--- src/pcib_pkg.sv ---
// Functional notes
// - Log 32-bit PCI address when any of six PCI-side errors flags.
// - PCI error address locked while a PCI flag is set; sets lost instead.
// - All 32 address bits are logged, so every documented subset is valid.
// - System-bus address bits 33:6 logged in bits 31:4; bits 3:0 read zero.
// - System-bus error address locked while its flags are set; lost is set.
// - Translated bases hold address 32:10 in bits 31:9, drive window base.
// - Address extension zero always reads zero; writes are ignored.
// - Extension one bits 31:27 drive PCI address 31:27 for memory reads.
// - Eight read-only tag registers: page tag 31:13, valid bit 12.
// - Eight read-only data registers: CPU page 32:13 in bits 20:1.
// - Any write to the flush register invalidates every map cache entry except one filled in that cycle.
// - Both fetch commands get the OK acknowledge code one cycle later, but only while no read is in progress.
// - Read block to PCI space derives address, byte enables, command.
// - Master requests PCI and waits; no request when already parked.
// - DMA read arriving before grant preempts the pending CPU read.
// - On grant drive address and command; request internal data bus.
// - Successful read data ends the transaction and releases PCI.
// - Abort or parity error ends the read; data marked erroneous.
// - Retry drops internal bus request, idles, reissues when PCI idle.
// - With internal bus grant, data moves to read buffer, request clears.
// - Without grant data is held locally; target ready may stall.
// - CPU read finishes only after data is delivered to the CPU.
// - Lost flag is bit 6, write one clears, set on locked error.
package pcib_pkg;

  // ****************************************************************
  // Register byte addresses
  // ****************************************************************
  localparam logic [7:0] OFF_DIAG_CTRL   = 8'h00;
  localparam logic [7:0] OFF_PCI_ERR     = 8'h04;
  localparam logic [7:0] OFF_SYS_ERR     = 8'h08;
  localparam logic [7:0] OFF_TBASE_ONE   = 8'h0c;
  localparam logic [7:0] OFF_TBASE_TWO   = 8'h10;
  localparam logic [7:0] OFF_EXT_ZERO    = 8'h14;
  localparam logic [7:0] OFF_EXT_ONE     = 8'h18;
  localparam logic [7:0] OFF_FLUSH_ALL   = 8'h1c;
  localparam logic [7:0] OFF_TLB_TAG     = 8'h20;
  localparam logic [7:0] OFF_TLB_DATA    = 8'h40;
  localparam int         TLB_ENTRIES     = 8;

  // ****************************************************************
  // Diagnostic control fields
  // ****************************************************************
  localparam int BIT_MEM_ACK     = 15;
  localparam int BIT_INV_MAP     = 14;
  localparam int BIT_UNCORR_RD   = 13;
  localparam int BIT_CORR_RD     = 12;
  localparam int BIT_NO_TARGET   = 11;
  localparam int BIT_TGT_ABORT   = 10;
  localparam int BIT_IO_PARITY   = 9;
  localparam int BIT_DMA_PARITY  = 8;
  localparam int BIT_LOST        = 6;
  localparam int BIT_RETRY_TMO   = 5;
  localparam int BIT_NO_PAR_CHK  = 4;
  localparam int BIT_NO_CORR_LOG = 3;
  localparam int BIT_TLB_ENABLE  = 0;
  localparam logic [15:0] DIAG_RWC_MASK = 16'hff60;
  localparam logic [15:0] DIAG_RW_MASK  = 16'h001d;
  localparam logic [15:0] PCI_ERR_MASK  = 16'h4f20;
  localparam logic [15:0] SYS_ERR_MASK  = 16'hb000;
  localparam logic [15:0] DIAG_RESET    = 16'h0000;

  // ****************************************************************
  // Commands and codes
  // ****************************************************************
  localparam logic [2:0] SB_FETCH        = 3'h1;
  localparam logic [2:0] SB_FETCH_MODIFY = 3'h2;
  localparam logic [2:0] SB_READ_BLOCK   = 3'h3;
  localparam logic [2:0] IO_ACK_NONE     = 3'h0;
  localparam logic [2:0] IO_ACK_OK       = 3'h1;
  localparam logic [1:0] SPACE_MEM       = 2'h0;
  localparam logic [1:0] SPACE_IO        = 2'h1;
  localparam logic [1:0] SPACE_CFG       = 2'h2;
  localparam logic [3:0] PCI_CMD_MEM_RD  = 4'h6;
  localparam logic [3:0] PCI_CMD_IO_RD   = 4'h2;
  localparam logic [3:0] PCI_CMD_CFG_RD  = 4'ha;
  localparam logic [3:0] PCI_CMD_INT_ACK = 4'h0;
  localparam logic [3:0] PCI_BE_ALL      = 4'h0;
  localparam logic [1:0] RESP_OK         = 2'h0;
  localparam logic [1:0] RESP_ABORT      = 2'h1;
  localparam logic [1:0] RESP_RETRY      = 2'h2;
  localparam logic [1:0] RESP_NO_TARGET  = 2'h3;

  typedef enum logic [2:0] {
    PCIB_IDLE, PCIB_ARB, PCIB_WAIT, PCIB_HOLD, PCIB_DONE, PCIB_RETRY
  } pcib_fsm_e;

  typedef struct packed {
    logic        valid;
    logic [2:0]  cmd;
    logic [33:0] addr;
  } pcib_sb_req_s;

  typedef struct packed {
    logic        valid;
    logic [1:0]  code;
    logic        parity_err;
    logic [31:0] data;
  } pcib_pci_resp_s;

  typedef struct packed {
    logic        valid;
    logic [2:0]  index;
    logic [18:0] tag;
    logic [19:0] page;
  } pcib_tlb_fill_s;

endpackage

--- src/pcib_bridge.sv ---
// Decided for this implementation: the register addresses and register access over Wishbone.
`timescale 1ns/1ps
`default_nettype none
module pcib_bridge
  import pcib_pkg::*;
(
  // Clock and reset
  input  wire logic           ref_clk,
  input  wire logic           reset,
  // Wishbone register slave
  input  wire logic           wb_cyc,
  input  wire logic           wb_stb,
  input  wire logic           wb_we,
  input  wire logic [7:0]     wb_adr,
  input  wire logic [3:0]     wb_sel,
  input  wire logic [31:0]    wb_dat_w,
  output logic      [31:0]    wb_dat_r,
  output logic                wb_ack,
  // System bus side
  input  wire pcib_sb_req_s   sb_req,
  input  wire logic           cpu_delivered,
  output logic      [2:0]     io_ack_code,
  output logic                cpu_read_busy,
  output logic                cpu_read_preempt,
  // PCI master side
  input  wire logic           pci_grant_n,
  input  wire logic           pci_bus_idle,
  input  wire logic           dma_read_seen,
  input  wire pcib_pci_resp_s pci_resp,
  output logic                pci_request_n,
  output logic                pci_addr_valid,
  output logic      [31:0]    pci_ad_out,
  output logic      [3:0]     pci_cbe_out,
  output logic      [3:0]     pci_cmd_out,
  output logic                pci_master_active,
  output logic                pci_target_ready_hold,
  // Internal data bus and read buffer
  input  wire logic           internal_data_bus_grant,
  output logic                internal_data_bus_request,
  output logic                read_buf_write,
  output logic      [31:0]    read_buf_data,
  output logic                read_buf_error,
  // Error events and map cache fill
  input  wire logic [5:0]     pci_err_evt,
  input  wire logic [31:0]    pci_err_addr,
  input  wire logic [2:0]     sys_err_evt,
  input  wire logic [33:6]    sys_err_addr,
  input  wire pcib_tlb_fill_s tlb_fill,
  // Window and translation control
  output logic      [22:0]    window_base_one,
  output logic      [22:0]    window_base_two,
  output logic      [4:0]     upper_pci_addr_bits,
  output logic                tlb_enable
);

  // ****************************************************************
  // State
  // ****************************************************************
  typedef struct packed {
    pcib_fsm_e                     fsm;
    logic                          wb_ack;
    logic [31:0]                   wb_dat;
    logic [15:0]                   diag;
    logic [31:0]                   pci_err;
    logic [27:0]                   sys_err;
    logic [22:0]                   tbase_one;
    logic [22:0]                   tbase_two;
    logic [4:0]                    ext_one;
    logic [TLB_ENTRIES-1:0]        entry_valid_flag;
    logic [TLB_ENTRIES-1:0][18:0]  tlb_tag;
    logic [TLB_ENTRIES-1:0][19:0]  tlb_page;
    logic [31:0]                   pend_addr;
    logic [3:0]                    pend_cmd;
    logic [2:0]                    ack_code;
    logic                          busy;
    logic                          preempt;
    logic                          req_n;
    logic                          addr_valid;
    logic                          master_active;
    logic                          idb_req;
    logic                          buf_wr;
    logic [31:0]                   buf_data;
    logic                          buf_err;
    logic                          trdy_hold;
  } pcib_state_s;

  pcib_state_s st;
  pcib_state_s next_st;

  logic        acc;
  logic        wr;
  logic [31:0] wmask;
  logic [31:0] merged;
  logic [31:0] cur;
  logic [15:0] pci_bits;
  logic [15:0] sys_bits;
  logic        pci_locked;
  logic        sys_locked;
  logic        rsp_nodev;
  logic        rsp_abort;
  logic        rsp_parity;

  assign acc   = wb_cyc && wb_stb && !st.wb_ack;
  assign wr    = acc && wb_we;
  assign wmask = {{8{wb_sel[3]}}, {8{wb_sel[2]}},
                  {8{wb_sel[1]}}, {8{wb_sel[0]}}};
  assign pci_locked = |(st.diag & PCI_ERR_MASK);
  assign sys_locked = |(st.diag & SYS_ERR_MASK);

  // ****************************************************************
  // Next state
  // ****************************************************************
  always_comb begin
    next_st = st;
    next_st.wb_ack = 1'b0;
    next_st.ack_code = IO_ACK_NONE;
    next_st.preempt = 1'b0;
    next_st.addr_valid = 1'b0;
    next_st.buf_wr = 1'b0;
    rsp_nodev = 1'b0;
    rsp_abort = 1'b0;
    rsp_parity = 1'b0;
    cur = 32'h0;

    // Register read and write. Writes land at the edge that raises ack.
    if (acc) begin
      next_st.wb_ack = 1'b1;
      case (wb_adr)
        OFF_DIAG_CTRL: cur = {16'h0, st.diag & (DIAG_RWC_MASK | DIAG_RW_MASK)};
        OFF_PCI_ERR:   cur = st.pci_err;
        OFF_SYS_ERR:   cur = {st.sys_err, 4'h0};
        OFF_TBASE_ONE: cur = {st.tbase_one, 9'h0};
        OFF_TBASE_TWO: cur = {st.tbase_two, 9'h0};
        OFF_EXT_ZERO:  cur = 32'h0;
        OFF_EXT_ONE:   cur = {st.ext_one, 27'h0};
        default:       cur = 32'h0;
      endcase
      for (int i = 0; i < TLB_ENTRIES; i++) begin
        if (wb_adr == OFF_TLB_TAG + 8'(4 * i)) begin
          cur = {st.tlb_tag[i], st.entry_valid_flag[i], 12'h0};
        end
        if (wb_adr == OFF_TLB_DATA + 8'(4 * i)) begin
          cur = {11'h0, st.tlb_page[i], 1'b0};
        end
      end
      next_st.wb_dat = wb_we ? 32'h0 : cur;
    end
    merged = (cur & ~wmask) | (wb_dat_w & wmask);

    if (wr) begin
      case (wb_adr)
        OFF_DIAG_CTRL: begin
          next_st.diag = st.diag & ~(wb_dat_w[15:0] & wmask[15:0]
                                     & DIAG_RWC_MASK);
          next_st.diag = (next_st.diag & ~DIAG_RW_MASK)
                         | (merged[15:0] & DIAG_RW_MASK);
        end
        OFF_TBASE_ONE: next_st.tbase_one = merged[31:9];
        OFF_TBASE_TWO: next_st.tbase_two = merged[31:9];
        OFF_EXT_ONE:   next_st.ext_one = merged[31:27];
        OFF_FLUSH_ALL: next_st.entry_valid_flag = '0;
        default: ;
      endcase
    end

    // A fill after a flush in the same cycle is a new entry and stays.
    if (tlb_fill.valid) begin
      next_st.entry_valid_flag[tlb_fill.index] = 1'b1;
      next_st.tlb_tag[tlb_fill.index] = tlb_fill.tag;
      next_st.tlb_page[tlb_fill.index] = tlb_fill.page;
    end

    // CPU read sequencing toward PCI.
    case (st.fsm)
      PCIB_IDLE: begin
        if (sb_req.valid) begin
          if (sb_req.cmd == SB_FETCH || sb_req.cmd == SB_FETCH_MODIFY) begin
            next_st.ack_code = IO_ACK_OK;
          end else if (sb_req.cmd == SB_READ_BLOCK && sb_req.addr[33]) begin
            next_st.fsm = PCIB_ARB;
            case (sb_req.addr[32:31])
              SPACE_MEM: begin
                next_st.pend_addr = {st.ext_one, sb_req.addr[26:0]};
                next_st.pend_cmd = PCI_CMD_MEM_RD;
              end
              SPACE_IO: begin
                next_st.pend_addr = sb_req.addr[31:0];
                next_st.pend_cmd = PCI_CMD_IO_RD;
              end
              SPACE_CFG: begin
                next_st.pend_addr = sb_req.addr[31:0];
                next_st.pend_cmd = PCI_CMD_CFG_RD;
              end
              default: begin
                next_st.pend_addr = sb_req.addr[31:0];
                next_st.pend_cmd = PCI_CMD_INT_ACK;
              end
            endcase
          end
        end
      end
      PCIB_ARB: begin
        // Giving the CPU read back keeps PCI DMA reads from deadlocking.
        if (dma_read_seen) begin
          next_st.fsm = PCIB_IDLE;
          next_st.preempt = 1'b1;
        end else if (!pci_grant_n) begin
          next_st.fsm = PCIB_WAIT;
          next_st.addr_valid = 1'b1;
          next_st.idb_req = 1'b1;
        end
      end
      PCIB_WAIT: begin
        if (pci_resp.valid) begin
          if (pci_resp.code == RESP_RETRY) begin
            next_st.idb_req = 1'b0;
            next_st.fsm = PCIB_RETRY;
          end else begin
            rsp_nodev = pci_resp.code == RESP_NO_TARGET;
            rsp_abort = pci_resp.code == RESP_ABORT;
            rsp_parity = pci_resp.parity_err && !st.diag[BIT_NO_PAR_CHK];
            next_st.buf_data = pci_resp.data;
            next_st.buf_err = rsp_nodev || rsp_abort || rsp_parity;
            next_st.fsm = PCIB_HOLD;
          end
        end
      end
      PCIB_HOLD: begin
        if (internal_data_bus_grant) begin
          next_st.buf_wr = 1'b1;
          next_st.idb_req = 1'b0;
          next_st.fsm = PCIB_DONE;
        end
      end
      PCIB_DONE: begin
        if (cpu_delivered) begin
          next_st.fsm = PCIB_IDLE;
        end
      end
      PCIB_RETRY: begin
        if (pci_bus_idle) begin
          next_st.fsm = PCIB_ARB;
        end
      end
      default: next_st.fsm = PCIB_IDLE;
    endcase

    next_st.req_n = !(next_st.fsm == PCIB_ARB && pci_grant_n);
    next_st.master_active = next_st.fsm == PCIB_WAIT;
    next_st.trdy_hold = next_st.fsm == PCIB_HOLD;
    next_st.busy = next_st.fsm != PCIB_IDLE;

    // Error capture comes last so a new error beats a software clear.
    pci_bits = 16'h0;
    pci_bits[BIT_NO_TARGET]  = pci_err_evt[5] || rsp_nodev;
    pci_bits[BIT_TGT_ABORT]  = pci_err_evt[4] || rsp_abort;
    pci_bits[BIT_IO_PARITY]  = pci_err_evt[3] || rsp_parity;
    pci_bits[BIT_DMA_PARITY] = pci_err_evt[2];
    pci_bits[BIT_INV_MAP]    = pci_err_evt[1];
    pci_bits[BIT_RETRY_TMO]  = pci_err_evt[0];
    sys_bits = 16'h0;
    sys_bits[BIT_MEM_ACK]   = sys_err_evt[2];
    sys_bits[BIT_UNCORR_RD] = sys_err_evt[1];
    sys_bits[BIT_CORR_RD]   = sys_err_evt[0] && !st.diag[BIT_NO_CORR_LOG];
    next_st.diag = next_st.diag | pci_bits | sys_bits;
    if (|pci_bits) begin
      if (pci_locked) begin
        next_st.diag[BIT_LOST] = 1'b1;
      end else begin
        // Full 32 bits are kept; software reads the valid subset.
        next_st.pci_err = |pci_err_evt ? pci_err_addr
                                       : st.pend_addr;
      end
    end
    if (|sys_bits) begin
      if (sys_locked) begin
        next_st.diag[BIT_LOST] = 1'b1;
      end else begin
        next_st.sys_err = sys_err_addr;
      end
    end
  end

  always_ff @(posedge ref_clk) begin
    if (reset) begin
      st <= '0;
      st.diag <= DIAG_RESET;
      st.req_n <= 1'b1;
    end else begin
      st <= next_st;
    end
  end

  // ****************************************************************
  // Outputs
  // ****************************************************************
  assign wb_dat_r                  = st.wb_dat;
  assign wb_ack                    = st.wb_ack;
  assign io_ack_code               = st.ack_code;
  assign cpu_read_busy             = st.busy;
  assign cpu_read_preempt          = st.preempt;
  assign pci_request_n             = st.req_n;
  assign pci_addr_valid            = st.addr_valid;
  assign pci_ad_out                = st.pend_addr;
  assign pci_cbe_out               = PCI_BE_ALL;
  assign pci_cmd_out               = st.pend_cmd;
  assign pci_master_active         = st.master_active;
  assign pci_target_ready_hold     = st.trdy_hold;
  assign internal_data_bus_request = st.idb_req;
  assign read_buf_write            = st.buf_wr;
  assign read_buf_data             = st.buf_data;
  assign read_buf_error            = st.buf_err;
  assign window_base_one           = st.tbase_one;
  assign window_base_two           = st.tbase_two;
  assign upper_pci_addr_bits       = st.ext_one;
  assign tlb_enable                = st.diag[BIT_TLB_ENABLE];
endmodule
`default_nettype wire

--- config.mk ---
export PLATFORM = sky130hd
export DESIGN_NAME = pcib_bridge
export DESIGN_NICKNAME = d
export VERILOG_FILES = /design/src/pcib_pkg.sv /design/src/pcib_bridge.sv
export SDC_FILE = /design/constraint.sdc
export NUM_CORES = 1
export LEC_CHECK = 0
export ABC_CLOCK_PERIOD_IN_PS = 2500
export BUFFER_PORTS_ARGS = -buffer_cell sky130_fd_sc_hd__buf_4
export CAP_MARGIN = 10
export CORE_MARGIN = 3
export CORE_UTILIZATION = 57
export CTS_CLUSTER_SIZE = 28
export DETAILED_ROUTE_END_ITERATION = 10
export PLACE_DENSITY = 0.84
export SLEW_MARGIN = 20
export SYNTH_ARGS = -nofsm -noshare
export SYNTH_HDL_FRONTEND = slang
export SYNTH_SLANG_ARGS = --single-unit
--- constraint.sdc ---
create_clock -name ref_clk -period 2.5 [get_ports ref_clk]
set_input_delay 0.25 -clock ref_clk [delete_from_list [all_inputs] [get_ports ref_clk]]
set_output_delay 0.25 -clock ref_clk [all_outputs]
set_load 0.01 [all_outputs]
==> impl_metrics.csv <==
group,metric,value,unit
global_routing,grtUsageTotal,49.0,%
global_routing,grt_max_degree,126,
power,vdd_drop_max,0.601,mV
routing,drt_iter0_markers,4856,
logic_synthesis,syn_area,25600,sq um
layout,stdcell_area,32800,sq um
setup_path,cp-start-kind,"register",
routing,routed_wl,122000,microns
global_routing,antenna_found_initial,13,
setup_path,slowest_delay,0.59,ns
flow_run,drv_cap,0,
clock_network,clk_pin_slew,0.07,ns
die,start_util,58.5,%
setup_path,crit_path_frequent_cell,"nor2_1",
clock_network,h-tree-depth,2,
layout,multi_input_area,12000,sq um
die,die_area,47500,sq um
layout,final_common_cell,"nand2_1",
setup_path,critPathBufInv,2,
sta,max_freq,408,MHz
routing,vias,28600,
routing,avgViaCountPerCell,6.53,
clock_network,cts_buffers,56,
routing,drc,0,
sta,fin_crit,2.45,ns
die,die_h,218,microns
layout,n_fill_cell,3069,
layout,mostFrequentLayoutCells,"nand2_1, buf_4, dfxtp_1",
sta,fin_crit_sh,98.0,%
setup_path,worstPathMaxFanout,40,
run_status,outcome,"completed",
setup_path,crit_chain,"nor2_1 -> and3_1 -> and4_1 -> buf_12 -> nor2_1 -> a311oi_1 -> dlygate4sd3_1",
global_routing,overflow,0,
logic_synthesis,syn_inst,3321,
place,port_buffers,399,
place,place.gp.congestion,0.999,
sta,drv_slew,0,
logic_synthesis,synthArstFlopShare,0,%
die,die_x,218,microns
logic_synthesis,synth.avg_cell_area,7.70,sq um
clock_network,postCtsSetupBuffers,0,
logic_synthesis,synth-seq-area-share,43.7,%
clock_network,clk_latency,0.64,ns
logic_synthesis,ys_seq_elements,558,
die,ioPinCount,409,
place,dp_hpwl,78000,microns
routing,wl_per_cell,27.9,microns
logic_synthesis,yosysWarnings,0,
layout,drive_gt1_share,21.3,%
global_routing,grt_pass1_vias,27600,
layout,seqCellArea,11200,sq um
logic_synthesis,synth_flop_cell,"dfxtp_1",
sta,finClkSkew,0.0266,ns
layout,syn2layout_area_growth,28.2,%
logic_synthesis,synth.distinct_cells,81,
logic_synthesis,synth_edf_count,0,
clock_network,root_buffer,"clkbuf_16",
hold_path,min_path_type,"in2reg",
sta,hold_violations,0,
setup_path,critPathArrivalTime,3.03,ns
layout,final_nets,3984,
sta,worst_pin_slew,0.834,ns
setup_path,crit_family,"simple AND/OR/NAND/NOR gates",
setup_path,crit_type,"reg2reg",
die,coreArea,43700,sq um
setup_path,worstPathRequired,3.08,ns
clock_network,clock_path_buffers,3,
routing,ant_nets,0,
place,place_ws,-0.315,ns
place,place_area,29000,sq um
sta,setup_viol,0,
clock_network,cts_sinks,558,
power,leakagePower,12.5,nW
global_routing,grt_pass1_wl,175000,microns
routing,detail_route.first_pass.iterations,7,
power,power_density,637,nW/um^2
clock_network,tritoncts,"done",
setup_path,worstSetupEndpointType,"register",
setup_path,crit_path_top_delay_cell,"dlygate4sd3_1",
sta,slew_headroom,44.4,%
die,row_count,76,
power,p_total,20.9,mW
sta,fin_ws,0.0504,ns
## final cells by class
class	instances	share of cell area (%)
timing repair buffer	812	20.6
tap	585	2.23
sequential	558	34.1
antenna	9	0.0687
clock inverter	28	1.48
multi-input combinational	2306	36.7
clock buffer	74	4.75
inverter	10	0.114
## worst paths after layout
| check | from | end | slack (ns) | cells past startpoint |
|---|---|---|---|---|
| worst max-delay path | st[562] | pci_cmd_out[1] | 0.05 | 7 |
| worst min-delay path | pci_err_addr[25] | st[504] | 0.02 | 3 |
| worst max register to register | st[562] | pci_cmd_out[1] | 0.05 | 7 |
| worst min register to register | register | register | 0.45 | 2 |
## logic make-up (layout without fill, tap and decap cells)
logic type	Yosys count	count (layout)	synth area share, %
AOI/OAI and AO/OA	934	934	22.1
xor gates and xnor gates	1	1	0.0342
buffers and inverters	463	924	9.74
DFF	558	558	43.7
muxes	63	63	2.65
other	1	16	0.0147
and+or+nand+nor	1301	1301	21.8
## timing repair
item	CTS	global route
setup endpoints to repair	0	14
hold endpoints to repair	433	0
hold buffers	169	0
resized for setup	0	6
## synthesized netlist by cell type, drive strengths merged, types with 9 or more instances
cell | n | area share [%]
a2bb2oi | 14 | 0.48
o31ai | 15 | 0.46
mux2 | 17 | 0.75
and3 | 9 | 0.22
nand3 | 53 | 1.0
nor2b | 17 | 0.42
nor2 | 198 | 3.1
o21ai | 93 | 1.8
o22a | 10 | 0.34
nand2b | 15 | 0.37
clkbuf | 225 | 3.5
nand4 | 11 | 0.27
nand3b | 25 | 0.73
nand2 | 885 | 13
nor4 | 16 | 0.42
mux2i | 44 | 1.7
a222oi | 18 | 0.70
a22o | 20 | 0.68
inv | 10 | 0.15
nor3 | 31 | 0.71
o22ai | 36 | 0.90
dfxtp | 558 | 44
a221oi | 19 | 0.65
a22oi | 69 | 2.0
a211oi | 75 | 2.2
buf | 228 | 6.1
a21oi | 511 | 10
## worst register-to-register path, cell delays in order, from the launching register on
cell           delay, ns
dfxtp_1             0.43
nor2_1              0.27
and3_1              0.27
and4_1              0.26
buf_12              0.24
nor2_1              0.08
a311oi_1            0.26
dlygate4sd3_1       0.59
## layer usage
| layer | vias to the layer above | GRT usage, % | wire length, microns |
|---|---|---|---|
| li1 | 12100 | - | - |
| met4 | 14 | 33.9 | 10700 |
| met1 | 13300 | 58.6 | 42500 |
| met2 | 2515 | 74.0 | 51400 |
| met5 | - | 0 | 103 |
| met3 | 688 | 17.1 | 17600 |
## where the power goes
part           internal [mW]  total (mW)  switching, mW
Sequential              9.09        9.26          0.173
Combinational          0.853        2.11           1.25
Clock                   5.72        9.52           3.80
## per-stage QoR
| step | cells | hold slack (ns) | utilization [%] | setup TNS (ns) |
|---|---|---|---|---|
| 2_1_floorplan | 3327 | 0.324 | - | 0 |
| 3_3_place_gp | 4102 | 0.439 | 66.3 | -2.53 |
| 3_5_place_dp | 4102 | 0.446 | 66.3 | -5.06 |
| 4_1_cts | 4373 | 0.000892 | 74.9 | 0 |
| 5_1_grt | 4378 | 0.0225 | 75.0 | -0.0333 |
| 6_report | 4382 | 0.0152 | 75.0 | 0 |
Note: power is estimated with default switching activity, not from simulation.
